## src/hotswap_pkg.sv

```systemverilog
// Summary of operation
// - drive reverse block gate high once main rail differential exceeds turn-on level.
// - drop reverse block gate once differential falls below turn-off level.
// - oring enable bit cleared disables reverse block gate drive entirely.
// - high power select bit picks the positive turn-off level, else default negative.
// - discharge wait bit set holds a newly enabled channel off until its output is discharged.
// - bleed switch closes only while channel disabled and its bleed bit set.
// - each channel owns a fault timer started when current limit becomes active.
// - current limit lasting to timer expiry turns pass FET off, sets fault flag.
// - fault time is a 5-bit code in base steps, one step per LSB.
// - main code in bits 4..0 of register 4, aux code in register 5.
// - retry select cleared: faulted channel stays off until disabled and re-enabled.
// - retry select set: faulted channel retries after a hundred fault times.
package hotswap_pkg;
  // ==========================================================
  // register map
  localparam logic [7:0] ADDR_CONTROL = 8'h00;
  localparam logic [7:0] ADDR_STATUS = 8'h02;
  localparam logic [7:0] ADDR_FAULT_TIME_MAIN = 8'h04;
  localparam logic [7:0] ADDR_FAULT_TIME_AUX = 8'h05;
  localparam int CTRL_ORING_EN = 0;
  localparam int CTRL_HIGH_POWER = 1;
  localparam int CTRL_DS_MAIN = 2;
  localparam int CTRL_DS_AUX = 3;
  localparam int CTRL_BLEED_MAIN = 4;
  localparam int CTRL_BLEED_AUX = 5;
  localparam int CTRL_RETRY = 6;
  localparam int STAT_FLT_MAIN = 0;
  localparam int STAT_FLT_AUX = 1;
  localparam int STAT_GATE = 2;
  localparam int STAT_PASS_MAIN = 3;
  localparam int STAT_PASS_AUX = 4;
  localparam int FT_MSB = 4;
  localparam logic [7:0] CONTROL_RESET = 8'h01;
  localparam logic [4:0] FAULT_TIME_RESET = 5'h01;
  // ==========================================================
  // pin vector positions (all asynchronous to clk)
  localparam int PIN_EN_MAIN = 0;
  localparam int PIN_EN_AUX = 1;
  localparam int PIN_ABOVE_ON = 2;
  localparam int PIN_BELOW_OFF = 3;
  localparam int PIN_BELOW_OFF_HP = 4;
  localparam int PIN_CL_MAIN = 5;
  localparam int PIN_CL_AUX = 6;
  localparam int PIN_DIS_MAIN = 7;
  localparam int PIN_DIS_AUX = 8;
  localparam int PIN_COUNT = 9;
  // ==========================================================
  // timing
  localparam int CLK_PERIOD_NS = 50;
  localparam int FAULT_STEP_NS = 450000;
  localparam int FAULT_STEP_CYCLES = FAULT_STEP_NS / CLK_PERIOD_NS;
  localparam int RETRY_FACTOR = 100;
  // ==========================================================
  // states
  typedef enum logic [3:0] {
    BUS_IDLE = 4'h0, BUS_ADDR = 4'h1, BUS_ACK_ADDR = 4'h2, BUS_REG = 4'h3,
    BUS_ACK_REG = 4'h4, BUS_WDATA = 4'h5, BUS_ACK_WR = 4'h6, BUS_RDATA = 4'h7,
    BUS_RACK = 4'h8
  } bus_state_type;
  typedef enum logic [1:0] {
    CH_OFF = 2'b00, CH_WAIT = 2'b01, CH_ON = 2'b10, CH_FAULT = 2'b11
  } ch_state_type;
endpackage

```

## src/channel_ctrl.sv

```systemverilog
`timescale 1ns/10ps
module channel_ctrl #(
  parameter int STEP_CYCLES = hotswap_pkg::FAULT_STEP_CYCLES
) (
  // clock and reset
  input wire logic clk,
  input wire logic rstn,
  // synchronised status
  input wire logic enable,
  input wire logic current_limit,
  input wire logic below_discharge,
  // configuration
  input wire logic discharge_wait,
  input wire logic retry_select,
  input wire logic [4:0] fault_time_code,
  // results
  output logic pass_on,
  output logic fault_flag
);
  localparam int PW = $clog2(STEP_CYCLES + 1);
  typedef struct packed {
    hotswap_pkg::ch_state_type state;
    logic [PW-1:0] pre;
    logic [11:0] step;
    logic [4:0] lat;
    logic flag;
    logic pass;
  } ch_type;
  ch_type st, next_st;
  logic tick;
  logic [11:0] step_inc;
  logic [11:0] retry_lim;

  // ==========================================================
  // timer and channel sequence
  always_comb begin
    next_st = st;
    tick = (st.pre == PW'(STEP_CYCLES - 1));
    step_inc = st.step + 12'h001;
    retry_lim = 12'(st.lat) * 12'(hotswap_pkg::RETRY_FACTOR);
    next_st.pre = tick ? '0 : st.pre + PW'(1);
    if (tick) begin
      next_st.step = step_inc;
    end
    case (st.state)
      hotswap_pkg::CH_OFF: begin
        next_st.pre = '0;
        next_st.step = 12'h000;
        if (enable) begin
          next_st.flag = 1'b0;
          next_st.state = hotswap_pkg::CH_WAIT;
        end
      end
      hotswap_pkg::CH_WAIT: begin
        if (!enable) begin
          next_st.state = hotswap_pkg::CH_OFF;
        end else if (!discharge_wait || below_discharge) begin
          next_st.state = hotswap_pkg::CH_ON;
        end
      end
      hotswap_pkg::CH_ON: begin
        if (!enable) begin
          next_st.state = hotswap_pkg::CH_OFF;
        end else if (!current_limit) begin
          // code follows the register until limit starts, then stays frozen
          next_st.lat = fault_time_code;
          next_st.pre = '0;
          next_st.step = 12'h000;
        end else if (tick && step_inc == 12'(st.lat)) begin
          next_st.state = hotswap_pkg::CH_FAULT;
          next_st.flag = 1'b1;
          next_st.step = 12'h000;
        end
      end
      hotswap_pkg::CH_FAULT: begin
        if (!enable) begin
          next_st.state = hotswap_pkg::CH_OFF;
        end else if (!retry_select) begin
          next_st.pre = '0;
          next_st.step = 12'h000;
        end else if (tick && step_inc == retry_lim) begin
          next_st.state = hotswap_pkg::CH_ON;
          next_st.step = 12'h000;
        end
      end
      default: begin
        next_st.state = hotswap_pkg::CH_OFF;
      end
    endcase
    next_st.pass = (next_st.state == hotswap_pkg::CH_ON);
  end

  always_ff @(posedge clk or negedge rstn) begin
    if (!rstn) begin
      st <= '{state: hotswap_pkg::CH_OFF, pre: '0, step: 12'h000,
              lat: hotswap_pkg::FAULT_TIME_RESET, flag: 1'b0, pass: 1'b0};
    end else begin
      st <= next_st;
    end
  end

  assign pass_on = st.pass;
  assign fault_flag = st.flag;
endmodule

```

## src/hotswap_fault_oring_ctrl.sv

```systemverilog
`timescale 1ns/10ps
module hotswap_fault_oring_ctrl #(
  parameter int STEP_CYCLES = hotswap_pkg::FAULT_STEP_CYCLES,
  parameter logic [6:0] DEV_ADDR = 7'h10
) (
  // clock and reset
  input wire logic clk,
  input wire logic rstn,
  // two-wire register bus, sda open drain
  input wire logic scl_in,
  input wire logic sda_in,
  output logic sda_out,
  output logic sda_oe,
  // channel enables and analog comparator results
  input wire logic en_main,
  input wire logic en_aux,
  input wire logic diff_above_on,
  input wire logic diff_below_off,
  input wire logic diff_below_off_hp,
  input wire logic current_limit_main,
  input wire logic current_limit_aux,
  input wire logic output_rail_main_low,
  input wire logic output_rail_aux_low,
  // drivers
  output logic reverse_block_gate,
  output logic pass_on_main,
  output logic pass_on_aux,
  output logic bleed_switch_main_rail,
  output logic bleed_switch_aux_rail,
  output logic [1:0] channel_fault_flag
);
  typedef struct packed {
    logic [1:0] scl_s;
    logic [1:0] sda_s;
    logic scl_d;
    logic sda_d;
    logic [hotswap_pkg::PIN_COUNT-1:0] pin_s1;
    logic [hotswap_pkg::PIN_COUNT-1:0] pin_s2;
    hotswap_pkg::bus_state_type bus;
    logic [3:0] cnt;
    logic [7:0] sh;
    logic [7:0] ptr;
    logic rw;
    logic oe;
    logic [7:0] ctrl;
    logic [4:0] ft_main;
    logic [4:0] ft_aux;
    logic gate;
    logic bleed_main;
    logic bleed_aux;
  } top_type;
  top_type st, next_st;
  logic scl_rise, scl_fall, bus_start, bus_stop, sda;
  logic below_sel;
  logic [7:0] rd_cur, rd_next;
  logic [hotswap_pkg::PIN_COUNT-1:0] pin;
  logic [hotswap_pkg::PIN_COUNT-1:0] pin_raw;

  function automatic logic [7:0] reg_read(input logic [7:0] a, input top_type s,
                                          input logic pm, input logic pa,
                                          input logic [1:0] flt);
    logic [7:0] v;
    v = 8'h00;
    case (a)
      hotswap_pkg::ADDR_CONTROL: v = s.ctrl;
      hotswap_pkg::ADDR_STATUS: begin
        v[hotswap_pkg::STAT_FLT_MAIN] = flt[0];
        v[hotswap_pkg::STAT_FLT_AUX] = flt[1];
        v[hotswap_pkg::STAT_GATE] = s.gate;
        v[hotswap_pkg::STAT_PASS_MAIN] = pm;
        v[hotswap_pkg::STAT_PASS_AUX] = pa;
      end
      hotswap_pkg::ADDR_FAULT_TIME_MAIN: v = {3'h0, s.ft_main};
      hotswap_pkg::ADDR_FAULT_TIME_AUX: v = {3'h0, s.ft_aux};
      default: v = 8'h00;
    endcase
    return v;
  endfunction

  assign pin_raw = {output_rail_aux_low, output_rail_main_low, current_limit_aux,
                    current_limit_main, diff_below_off_hp, diff_below_off, diff_above_on,
                    en_aux, en_main};
  assign pin = st.pin_s2;
  assign sda = st.sda_s[1];
  assign scl_rise = st.scl_s[1] & ~st.scl_d;
  assign scl_fall = ~st.scl_s[1] & st.scl_d;
  assign bus_start = st.scl_s[1] & st.scl_d & st.sda_d & ~sda;
  assign bus_stop = st.scl_s[1] & st.scl_d & ~st.sda_d & sda;
  assign rd_cur = reg_read(st.ptr, st, pass_on_main, pass_on_aux, channel_fault_flag);
  assign rd_next = reg_read(st.ptr + 8'h01, st, pass_on_main, pass_on_aux,
                            channel_fault_flag);

  // ==========================================================
  // synchronisers, register bus slave, gate and bleed drive
  always_comb begin
    next_st = st;
    next_st.scl_s = {st.scl_s[0], scl_in};
    next_st.sda_s = {st.sda_s[0], sda_in};
    next_st.scl_d = st.scl_s[1];
    next_st.sda_d = st.sda_s[1];
    next_st.pin_s1 = pin_raw;
    next_st.pin_s2 = st.pin_s1;
    if (bus_stop) begin
      next_st.bus = hotswap_pkg::BUS_IDLE;
      next_st.oe = 1'b0;
    end else if (bus_start) begin
      next_st.bus = hotswap_pkg::BUS_ADDR;
      next_st.cnt = 4'h0;
      next_st.oe = 1'b0;
    end else if (scl_rise) begin
      case (st.bus)
        hotswap_pkg::BUS_ADDR, hotswap_pkg::BUS_REG, hotswap_pkg::BUS_WDATA: begin
          next_st.sh = {st.sh[6:0], sda};
          next_st.cnt = st.cnt + 4'h1;
        end
        hotswap_pkg::BUS_RDATA: next_st.cnt = st.cnt + 4'h1;
        hotswap_pkg::BUS_RACK: begin
          // not acknowledged: master wants no more bytes
          if (sda) begin
            next_st.bus = hotswap_pkg::BUS_IDLE;
          end
        end
        default: begin
        end
      endcase
    end else if (scl_fall) begin
      case (st.bus)
        hotswap_pkg::BUS_ADDR: begin
          if (st.cnt == 4'h8) begin
            if (st.sh[7:1] == DEV_ADDR) begin
              next_st.rw = st.sh[0];
              next_st.bus = hotswap_pkg::BUS_ACK_ADDR;
              next_st.oe = 1'b1;
            end else begin
              next_st.bus = hotswap_pkg::BUS_IDLE;
            end
          end
        end
        hotswap_pkg::BUS_REG: begin
          if (st.cnt == 4'h8) begin
            next_st.ptr = st.sh;
            next_st.bus = hotswap_pkg::BUS_ACK_REG;
            next_st.oe = 1'b1;
          end
        end
        hotswap_pkg::BUS_WDATA: begin
          if (st.cnt == 4'h8) begin
            case (st.ptr)
              hotswap_pkg::ADDR_CONTROL: next_st.ctrl = st.sh;
              hotswap_pkg::ADDR_FAULT_TIME_MAIN: next_st.ft_main = st.sh[hotswap_pkg::FT_MSB:0];
              hotswap_pkg::ADDR_FAULT_TIME_AUX: next_st.ft_aux = st.sh[hotswap_pkg::FT_MSB:0];
              default: begin
              end
            endcase
            next_st.bus = hotswap_pkg::BUS_ACK_WR;
            next_st.oe = 1'b1;
          end
        end
        hotswap_pkg::BUS_ACK_ADDR: begin
          next_st.cnt = 4'h0;
          if (st.rw) begin
            next_st.bus = hotswap_pkg::BUS_RDATA;
            next_st.sh = rd_cur;
            next_st.oe = ~rd_cur[7];
          end else begin
            next_st.bus = hotswap_pkg::BUS_REG;
            next_st.oe = 1'b0;
          end
        end
        hotswap_pkg::BUS_ACK_REG, hotswap_pkg::BUS_ACK_WR: begin
          next_st.cnt = 4'h0;
          next_st.oe = 1'b0;
          next_st.bus = hotswap_pkg::BUS_WDATA;
          if (st.bus == hotswap_pkg::BUS_ACK_WR) begin
            next_st.ptr = st.ptr + 8'h01;
          end
        end
        hotswap_pkg::BUS_RDATA: begin
          if (st.cnt == 4'h8) begin
            next_st.oe = 1'b0;
            next_st.bus = hotswap_pkg::BUS_RACK;
          end else begin
            next_st.sh = {st.sh[6:0], 1'b0};
            next_st.oe = ~st.sh[6];
          end
        end
        hotswap_pkg::BUS_RACK: begin
          next_st.ptr = st.ptr + 8'h01;
          next_st.sh = rd_next;
          next_st.oe = ~rd_next[7];
          next_st.cnt = 4'h0;
          next_st.bus = hotswap_pkg::BUS_RDATA;
        end
        default: begin
        end
      endcase
    end
    // hysteresis: between the two levels the gate keeps its state
    below_sel = st.ctrl[hotswap_pkg::CTRL_HIGH_POWER] ?
                pin[hotswap_pkg::PIN_BELOW_OFF_HP] : pin[hotswap_pkg::PIN_BELOW_OFF];
    if (!st.ctrl[hotswap_pkg::CTRL_ORING_EN]) begin
      next_st.gate = 1'b0;
    end else if (pin[hotswap_pkg::PIN_ABOVE_ON]) begin
      next_st.gate = 1'b1;
    end else if (below_sel) begin
      next_st.gate = 1'b0;
    end
    next_st.bleed_main = ~pin[hotswap_pkg::PIN_EN_MAIN] &
                         st.ctrl[hotswap_pkg::CTRL_BLEED_MAIN];
    next_st.bleed_aux = ~pin[hotswap_pkg::PIN_EN_AUX] &
                        st.ctrl[hotswap_pkg::CTRL_BLEED_AUX];
  end

  always_ff @(posedge clk or negedge rstn) begin
    if (!rstn) begin
      st <= '{scl_s: 2'h3, sda_s: 2'h3, scl_d: 1'b1, sda_d: 1'b1, pin_s1: '0, pin_s2: '0,
              bus: hotswap_pkg::BUS_IDLE, cnt: 4'h0, sh: 8'h00, ptr: 8'h00, rw: 1'b0,
              oe: 1'b0, ctrl: hotswap_pkg::CONTROL_RESET,
              ft_main: hotswap_pkg::FAULT_TIME_RESET, ft_aux: hotswap_pkg::FAULT_TIME_RESET,
              gate: 1'b0, bleed_main: 1'b0, bleed_aux: 1'b0};
    end else begin
      st <= next_st;
    end
  end

  // ==========================================================
  // channels
  channel_ctrl #(.STEP_CYCLES(STEP_CYCLES)) u_main (
    .clk(clk),
    .rstn(rstn),
    .enable(pin[hotswap_pkg::PIN_EN_MAIN]),
    .current_limit(pin[hotswap_pkg::PIN_CL_MAIN]),
    .below_discharge(pin[hotswap_pkg::PIN_DIS_MAIN]),
    .discharge_wait(st.ctrl[hotswap_pkg::CTRL_DS_MAIN]),
    .retry_select(st.ctrl[hotswap_pkg::CTRL_RETRY]),
    .fault_time_code(st.ft_main),
    .pass_on(pass_on_main),
    .fault_flag(channel_fault_flag[0])
  );
  channel_ctrl #(.STEP_CYCLES(STEP_CYCLES)) u_aux (
    .clk(clk),
    .rstn(rstn),
    .enable(pin[hotswap_pkg::PIN_EN_AUX]),
    .current_limit(pin[hotswap_pkg::PIN_CL_AUX]),
    .below_discharge(pin[hotswap_pkg::PIN_DIS_AUX]),
    .discharge_wait(st.ctrl[hotswap_pkg::CTRL_DS_AUX]),
    .retry_select(st.ctrl[hotswap_pkg::CTRL_RETRY]),
    .fault_time_code(st.ft_aux),
    .pass_on(pass_on_aux),
    .fault_flag(channel_fault_flag[1])
  );

  assign sda_out = 1'b0;
  assign sda_oe = st.oe;
  assign reverse_block_gate = st.gate;
  assign bleed_switch_main_rail = st.bleed_main;
  assign bleed_switch_aux_rail = st.bleed_aux;
endmodule

```

## config.mk

```make
export PLATFORM = sky130hd
export DESIGN_NAME = hotswap_fault_oring_ctrl
export DESIGN_NICKNAME = d
export VERILOG_FILES = /design/src/hotswap_pkg.sv /design/src/channel_ctrl.sv /design/src/hotswap_fault_oring_ctrl.sv
export SDC_FILE = /design/constraint.sdc
export NUM_CORES = 1
export LEC_CHECK = 0
export BUFFER_PORTS_ARGS = -buffer_cell sky130_fd_sc_hd__buf_4
export CAP_MARGIN = 5
export CORE_UTILIZATION = 34
export DETAILED_ROUTE_END_ITERATION = 12
export SLEW_MARGIN = 15
export SYNTH_ARGS = -nofsm -noshare
export SYNTH_HDL_FRONTEND = slang
export SYNTH_HIERARCHICAL = 1
export SYNTH_SLANG_ARGS = --single-unit
```

## constraint.sdc

```tcl
create_clock -name clk -period 4.2 [get_ports clk]
set_input_delay 0.84 -clock clk [delete_from_list [all_inputs] [get_ports clk]]
set_output_delay 0.84 -clock clk [all_outputs]
set_load 0.005 [all_outputs]
```

==> reports/qor.csv, run 1 <==
metric,value,unit
first_iter_violations,493,
yosysWarnings,6,
num_antenna_cells,0,
clock_path_buffers,2,
wirelength,21000,microns
cts_htree_levels,4,
worst-path-buf-inv,3,
start_kind,register,
yosysSeqAreaShare,38.3,%
clk_pin_slew,0.07,ns
worst_path_largest_cell_delay,0.45,ns
core,26800,sq um
placed_area,9580,sq um
fin_tns_setup,0,ns
hpwl,14900,microns
numPortBuffers,20,
synth_top_area_share,35.2,%
grt_pass1_vias,6946,
via_count,7171,
layout_commonest_cell,dfrtp_1,
final_cell_area,10100,sq um
maxSlewHeadroom,30.9,%
critPathRequiredTime,4.53,ns
ys_seq_elements,141,
wl_met2,9720,microns
power.leakage,4.46,nW
wl_met3,1010,microns
antenna_found_initial,0,
synth.distinct_cells,96,
critPathKind,reg2reg,
drive_gt1_share,13.5,%
layout_common_cells,"dfrtp_1, nand2_1, nor2_1",
maxSlewViolCount,0,
syn-num-nets,1045,
grt_usage,15.8,%
met1_length,9930,microns
cts_resized,0,
final_util,37.8,%
max-cap-violations,0,
firstDrtPassIters,6,
routed.top_layer,met4,
die_x,167,microns
tightest_slew,1.02,ns
post_cts_buffers,0,
rows,60,
grt-ovfl-total,0,
synth_edf_count,0,
end_kind,register,
clock_sinks,141,
fp.dieH,167,microns
postCtsHoldBufs,0,
hold_slack,0.349,ns
place.gp.congestion,0.895,
syn_area_per_cell,9.44,sq um
fin_crit_sh,91.2,%
setup_viol,0,
cts-buffers-inserted,17,
yosysTopAreaCell,dfrtp_1,
initial_core_util,34.5,%
fin_crit,3.83,ns
cts_root_buffer,clkbuf_16,
drt-wirelength-per-cell,15.8,microns
grt_max_degree,104,
async_flop_share,100,%
syn_to_final_growth,9.66,%
syn_area,9250,sq um
skew,0.0176,ns
layout.nets,1037,
ant_nets,0,
crit_top_cell,ha_1,
synth_cells,980,
drc,0,
clock.fmax,261,MHz
synth_flop_cell,dfrtp_1,
fin_cells,1326,
irDropWorstVdd,0.273,mV
die-area,27900,sq um
hold_path.class,reg2reg,
vias_per_cell,5.41,
cp_max_fo,12,
clkLatencyLatePin,0.44,ns
final_hold_viol_count,0,
dp.cells,1294,
arrival,4.16,ns
cts_tree,done,
slowest_stage,dfrtp_1,
p_per_area,317,nW/um^2
io_pins,22,
synthTopCellsByArea,"dfrtp_1, ha_1, xnor2_1",
cp_top_family,adder cells,
crit_chain,"inv_1, ha_1, inv_1, ha_1, ha_1, ha_1, and3b_1, o21a_1, or3_1, a2111oi_0, o2111ai_1, a311oi_2, buf_4, nor2_1",
grt_pass1_wl,35500,microns
outcome,completed,
rsz0062_at_grt,no,
==> through the flow <==
step / power, mW / setup WS, ns
floorplan: 1.70 / 0.629
global placement: 1.80 / 0.489
detailed placement: 1.80 / 0.434
CTS: 3.26 / 0.395
global route: 3.37 / 0.0836
finish: 3.21 / 0.371
==> layout make-up <==
| type | count | area, sq um |
|---|---|---|
| Inverter | 28 | 105 |
| Tap cell | 341 | 427 |
| Multi-Input combinational cell | 757 | 5300 |
| Clock inverter | 14 | 128 |
| Clock buffer | 18 | 429 |
| Timing Repair Buffer | 27 | 206 |
| Sequential cell | 141 | 3540 |
| Fill cell | 2685 | 16700 |
==> path summary, 6_finish.rpt <==
kind,endpoint,cells after the start,slack [ns],start
worst min-delay path,pin[4]$_DFF_PN0_,0,0.35,next_st[51]$_DFF_PN0_
worst max register to register,u_aux/st[12]$_DFF_PN0_,14,0.37,u_aux/st[5]$_DFFE_PN0P_
min in group asynchronous,u_main/st[15]$_DFF_PN0_,1,0.55,rstn
max in group asynchronous,next_st[70]$_DFF_PN1_,2,2.76,rstn
worst max-delay path,u_aux/st[12]$_DFF_PN0_,14,0.37,u_aux/st[5]$_DFFE_PN0P_
worst min register to register,pin[4]$_DFF_PN0_,0,0.35,next_st[51]$_DFF_PN0_
==> metal layers <==
metal	GRT usage, %	up-vias
met5	0	-
met4	5.56	0
met3	2.97	29
met2	25.2	179
met1	21.3	3480
li1	-	3483
==> cell families (layout without fill, tap and decap cells) <==
logic type / Yosys count / in the layout / share of synthesized area (%)
AOI/OAI and AO/OA: 184 / 184 / 13.7
xor gates and xnor gates: 97 / 97 / 9.34
adders and majority gates: 52 / 52 / 7.20
buffers and inverters: 82 / 87 / 4.34
DFF: 141 / 141 / 38.3
muxes: 42 / 42 / 4.98
other: 1 / 1 / 0.0406
and+or+nand+nor: 381 / 381 / 22.1
==> Yosys cell counts, drive strengths merged (6+ instances only) <==
cell type	number
dfrtp	130
nand2	95
nor2	93
xnor2	51
ha	50
a21oi	47
xor2	45
nand3	39
o21ai	38
buf	36
mux2	32
inv	28
nor3	26
clkbuf	18
and3	17
nand4	16
nor2b	15
a31oi	14
nand2b	12
dfstp	11
mux2i	10
or3	9
or2	8
nand3b	7
nor3b	7
nor4	6
o21a	6
==> power breakdown <==
| part | switching [mW] | internal, mW |
|---|---|---|
| Sequential | 0.0769 | 1.41 |
| Clock | 0.663 | 0.778 |
| Combinational | 0.172 | 0.114 |
| Total | 0.912 | 2.30 |
==> sequential cells by signal, summed over array words and instances, names as in the netlist <==
| signal | cells |
|---|---|
| bleed_switch_main_rail | 1 |
| bleed_switch_aux_rail | 1 |
| next_st | 13 |
| u_main/fault_flag | 1 |
| u_aux/fault_flag | 1 |
| u_main/st | 33 |
| sda_oe | 1 |
| u_aux/pass_on | 1 |
| u_main/pass_on | 1 |
| reverse_block_gate | 1 |
| u_aux/st | 33 |
| st | 45 |
| pin | 9 |
No activity file was read; power rests on OpenSTA's default activity.
==> run 2, diff against run 1 <==
Clock period 4.2 ns to 4.6 ns, I/O delays scaled along.
==> reports/qor.csv, run 2 (synthesis results as in run 1) <==
metric,value,unit,change
critPathKind,reg2reg,,
firstDrtPassIters,7,,+1
drc,0,,unchanged
die-area,27900,sq um,unchanged
rr_worst_depth,13,,-1
hold_path.class,reg2reg,,
outcome,completed,,
grt_max_degree,66,,-37%
arrival,4.16,ns,about the same
layout_common_cells,"dfrtp_1, nand2_1, nor2_1",,
grt_usage,16.1,%,+0.31 points
clk_pin_slew,0.06,ns,about the same
io_pins,22,,unchanged
fin_crit_sh,84.4,%,-6.7 points
hold_start,next_st[48]$_DFF_PN0_,,
cts_htree_levels,4,,unchanged
cts_tree,done,,
holdPathStages,0,,unchanged
clock_path_buffers,2,,unchanged
ant_nets,0,,unchanged
end_kind,register,,
grt_pass1_wl,36200,microns,+2.0%
fin_crit,3.88,ns,+0.0552 ns
fp.dieH,167,microns,unchanged
power.leakage,4.45,nW,-0.27%
clkLatencyLatePin,0.43,ns,about the same
cp_max_fo,12,,unchanged
cts_resized,0,,unchanged
drt-wirelength-per-cell,16.1,microns,+1.5%
crit_top_cell,ha_1,,
slowest_stage,nor3_2,,
grt.met3_usage,2.97,%,unchanged
wirelength,21300,microns,+1.2%
initial_core_util,34.5,%,unchanged
clock_sinks,141,,unchanged
cp_top_family,adder cells,,
first_iter_violations,442,,-10%
drive_gt1_share,13.1,%,-0.35 points
grt_pass1_vias,6994,,+0.69%
crit_chain,"inv_1, ha_1, inv_1, ha_1, ha_1, ha_1, and3b_1, o21a_1, a211o_1, a2111oi_4, a41oi_1, nor3_2, nor2_1",,
max-cap-violations,0,,unchanged
largest_reg_flops,45,,unchanged
worst_path_largest_cell_delay,0.64,ns,+0.19 ns
cts_root_buffer,clkbuf_16,,
post_cts_buffers,0,,unchanged
r2r-start,u_main/st[5]$_DFFE_PN0P_,,
worst-path-buf-inv,2,,-1
skew,0.0157,ns,-0.00185 ns
rows,60,,unchanged
holdPathEnd,pin[1]$_DFF_PN0_,,
fillers,2688,,+0.11%
p_per_area,293,nW/um^2,-7.7%
r2r_end,u_main/st[7]$_DFF_PN0_,,
final_hold_viol_count,0,,unchanged
antenna_found_initial,0,,unchanged
cts-buffers-inserted,17,,unchanged
numPortBuffers,20,,unchanged
hpwl,15000,microns,+0.62%
irDropWorstVdd,0.219,mV,-20%
num_antenna_cells,0,,unchanged
place.gp.congestion,0.882,,-1.4%
largest-register,st,,
reg.largest.list,"st: 45 flops, u_aux/st: 33 flops, u_main/st: 33 flops",,
core,26800,sq um,unchanged
grt-ovfl-total,0,,unchanged
via_count,7195,,+0.33%
critPathRequiredTime,4.88,ns,+0.35 ns
rsz0062_at_grt,no,,
postCtsHoldBufs,0,,unchanged
die_x,167,microns,unchanged
vias_per_cell,5.44,,+0.64%
reg2reg_slack,0.72,ns,+0.34 ns
layout_commonest_cell,dfrtp_1,,
syn_to_final_growth,9.54,%,
busiest_layer,met2,,
gr-usage-met1,22.1,%,+0.80 points
setup_viol,0,,unchanged
final_util,37.8,%,-0.042 points
use_met2,25.2,%,about the same
maxSlewViolCount,0,,unchanged
maxSlewHeadroom,24.7,%,-6.2 points
clock.fmax,257,MHz,-1.4%
fin_tns_setup,0,ns,unchanged
tightest_slew,1.13,ns,+0.107 ns
start_kind,register,,
layout.nets,1033,,-0.39%
run 2: cell types whose count changed in the layout (fill, tap and decap cells not counted), sizes merged:
cell,previous run,this run
clkbuf,18,19
inv,36,33
bufinv,0,1
buf,27,23
clkinv,3,4
run 2: power by group:
group	internal (mW)	leakage, nW	switching, mW
registers	1.29	1.88	0.0735
clock network	0.772	0.274	0.580
logic	0.102	2.29	0.149
total	2.16	4.45	0.802
run 2: metrics by stage:
| stage | instances | instance area (sq um) | hold WS [ns] | worst slack, ns | total power [mW] |
|---|---|---|---|---|---|
| after detailed placement | 1290 | 9550 | 0.335 | 0.715 | 1.64 |
| after global routing | 1322 | 10100 | 0.353 | 0.358 | 3.11 |
| after CTS | 1322 | 10100 | 0.350 | 0.698 | 3.01 |
| after floorplan | 980 | 9250 | 0.331 | 1.03 | 1.55 |
| final | 1322 | 10100 | 0.347 | 0.716 | 2.96 |
| after global placement | 1290 | 9550 | 0.334 | 0.782 | 1.64 |
run 2: layout make-up:
type / instances / area [sq um] / area share (%)
tap: 341 / 427 / 4.21
multi-input combinational: 757 / 5300 / 52.4
clock inverter: 13 / 133 / 1.31
sequential: 141 / 3540 / 35.0
timing repair buffer: 23 / 176 / 1.74
inverter: 28 / 105 / 1.04
clock buffer: 19 / 443 / 4.37
run 2: worst max path at each step:
stage | start | to | slack [ns] | cells past startpoint
2_1_floorplan | u_aux/st[5]$_DFFE_PN0P_ | u_aux/st[12]$_DFF_PN0_ | 1.03 | 14
3_3_place_gp | u_main/st[5]$_DFFE_PN0P_ | u_main/st[16]$_DFF_PN0_ | 0.78 | 13
3_5_place_dp | u_main/st[5]$_DFFE_PN0P_ | u_main/st[14]$_DFF_PN0_ | 0.72 | 13
4_1_cts | u_main/st[5]$_DFFE_PN0P_ | u_main/st[7]$_DFF_PN0_ | 0.70 | 13
5_1_grt | u_main/st[5]$_DFFE_PN0P_ | u_main/st[13]$_DFF_PN0_ | 0.36 | 13
6_report | u_main/st[5]$_DFFE_PN0P_ | u_main/st[7]$_DFF_PN0_ | 0.72 | 13
run 2: routing by layer:
layer  up-vias  routed length (microns)
met2       195                     9810
met1      3488                    10100
met4         0                      373
li1       3481                        -
met3        31                      977
met5         -                        0
==> run 3, diff against run 2 <==
Clock period 4.6 ns to 4 ns, I/O delays scaled along.
==> reports/qor.csv, run 3 (synthesis results as in run 1) <==
metric,value,unit,change
grt_usage,15.8,%,-0.30 points
cts_root_buffer,clkbuf_16,,
worst_path_largest_cell_delay,0.41,ns,-0.23 ns
skew,0.00652,ns,-0.00919 ns
vias_per_cell,5.39,,-0.91%
p_int,2.49,mW,+15%
die-area,27900,sq um,unchanged
rsz0062_at_grt,no,,
crit_chain,"inv_1, ha_1, inv_1, ha_1, ha_1, ha_1, and3b_1, o21a_1, or3_1, a2111oi_1, o2111ai_1, a311oi_2, buf_4, nor2_1",,
pre_cts_slack,0.182,ns,-0.533 ns
p_sw,0.902,mW,+12%
cp_top_family,adder cells,,
fin_crit_sh,93.7,%,+9.2 points
cts_tree,done,,
clkLatencyLatePin,0.43,ns,about the same
antenna_found_initial,0,,unchanged
layout_common_cells,"dfrtp_1, nand2_1, nor2_1",,
initial_core_util,34.5,%,unchanged
cts-buffers-inserted,17,,unchanged
clk_pin_slew,0.06,ns,about the same
worst-path-buf-inv,3,,+1
place.gp.congestion,0.868,,-1.6%
reg.largest.list,"st: 45 flops, u_aux/st: 33 flops, u_main/st: 33 flops",,
p_sw_share,26.6,%,-0.47 points
power_frac_seq,46.2,%,+0.3 points
clock_path_buffers,2,,unchanged
drive_gt1_share,13.6,%,+0.47 points
cp_max_fo,12,,unchanged
clock.fmax,267,MHz,+3.7%
die_x,167,microns,unchanged
io_pins,22,,unchanged
grt_pass1_wl,35500,microns,-1.9%
fin_crit,3.75,ns,-0.138 ns
drc,0,,unchanged
drt-wirelength-per-cell,15.9,microns,-1.2%
start_kind,register,,
fin_ws,0.254,ns,-0.462 ns
ant_nets,0,,unchanged
maxSlewViolCount,0,,unchanged
final_hold_viol_count,0,,unchanged
crit_top_cell,ha_1,,
p_per_area,334,nW/um^2,+14%
largest-register,st,,
layout.nets,1036,,+0.29%
arrival,4.06,ns,-0.10 ns
post_cts_buffers,0,,unchanged
cts_htree_levels,4,,unchanged
num_antenna_cells,0,,unchanged
critPathRequiredTime,4.32,ns,-0.56 ns
outcome,completed,,
p_total,3.39,mW,+14%
slowest_stage,dfrtp_2,,
multi_input_area,5310,sq um,about the same
fp.dieH,167,microns,unchanged
power.leakage,4.46,nW,+0.35%
grt-ovfl-total,0,,unchanged
rows,60,,unchanged
layout_commonest_cell,dfrtp_1,,
irDropWorstVdd,0.376,mV,+72%
firstDrtPassIters,7,,unchanged
end_kind,register,,
max-cap-violations,0,,unchanged
register_area,3540,sq um,about the same
fin_tns_setup,0,ns,unchanged
maxSlewHeadroom,38.6,%,+14 points
largest_reg_flops,45,,unchanged
setup_viol,0,,unchanged
tightest_slew,0.908,ns,-0.221 ns
pwr-share-comb,8.7,%,+0.2 points
clock_sinks,141,,unchanged
grt_max_degree,78,,+18%
core,26800,sq um,unchanged
first_iter_violations,430,,-2.7%
via_count,7146,,-0.68%
numPortBuffers,20,,unchanged
clkPwrFrac,45.2,%,-0.4 points
wirelength,21100,microns,-0.98%
hpwl,14900,microns,-0.85%
syn_to_final_growth,9.86,%,
hold_path.class,reg2reg,,
critPathKind,reg2reg,,
fillers,2619,,-2.6%
grt_pass1_vias,6820,,-2.5%
-- run 3: cell types whose count changed in the layout (fill, tap and decap cells not counted), sizes merged --
cell / delta
buf: +3
clkinv: +1
clkinvlp: +1
inv: -2
-- run 3: area by class of cell --
type,instances,area share [%]
Tap cell,341,4.20
Timing Repair Buffer,26,2.08
Multi-Input combinational cell,757,52.2
Clock inverter,13,1.13
Inverter,28,1.03
Sequential cell,141,34.9
Clock buffer,19,4.46
-- run 3: power groups by stage --
stage | combinational [mW] | sequential (mW) | clock (mW)
final | 0.294 | 1.57 | 1.53
after global routing | 0.337 | 1.58 | 1.63
after CTS | 0.300 | 1.57 | 1.58
after detailed placement | 0.300 | 1.59 | 0
after global placement | 0.297 | 1.59 | 0
after floorplan | 0.242 | 1.54 | 0
-- run 3: final timing paths --
kind	startpoint	to	slack, ns	cells past startpoint
setup / recovery	u_aux/st[5]$_DFFE_PN0P_	u_aux/st[10]$_DFF_PN0_	0.25	14
hold / removal	next_st[50]$_DFF_PN0_	pin[3]$_DFF_PN0_	0.35	0
setup reg to reg	u_aux/st[5]$_DFFE_PN0P_	u_aux/st[10]$_DFF_PN0_	0.25	14
hold reg to reg	next_st[50]$_DFF_PN0_	pin[3]$_DFF_PN0_	0.35	0
max in group asynchronous	rstn	st[66]$_DFF_PN1_	2.74	2
min in group asynchronous	rstn	st[23]$_DFFE_PN0P_	0.37	1
-- run 3: what timing repair did --
action,CTS,global route
resized for setup,0,2
endpoints found under the setup margin,0,12
hold buffers,0,0
-- run 3: layer usage --
layer	global-route usage (%)	vias to the layer above	share of wire (%)
li1	-	3474	-
met1	21.5	3463	47
met2	24.8	181	46
met3	3.33	28	4.7
met4	5.52	0	1.8
met5	0	-	0
-- run 3: through the flow --
stage | area [sq um] | std cells | hold WS, ns | utilization, %
after detailed placement | 9590 | 1293 | 0.338 | 35.8
after global placement | 9590 | 1293 | 0.336 | 35.8
after CTS | 10200 | 1325 | 0.351 | 37.9
after floorplan | 9250 | 980 | 0.331 | -
final | 10200 | 1325 | 0.349 | 37.9
after global routing | 10200 | 1325 | 0.355 | 37.9
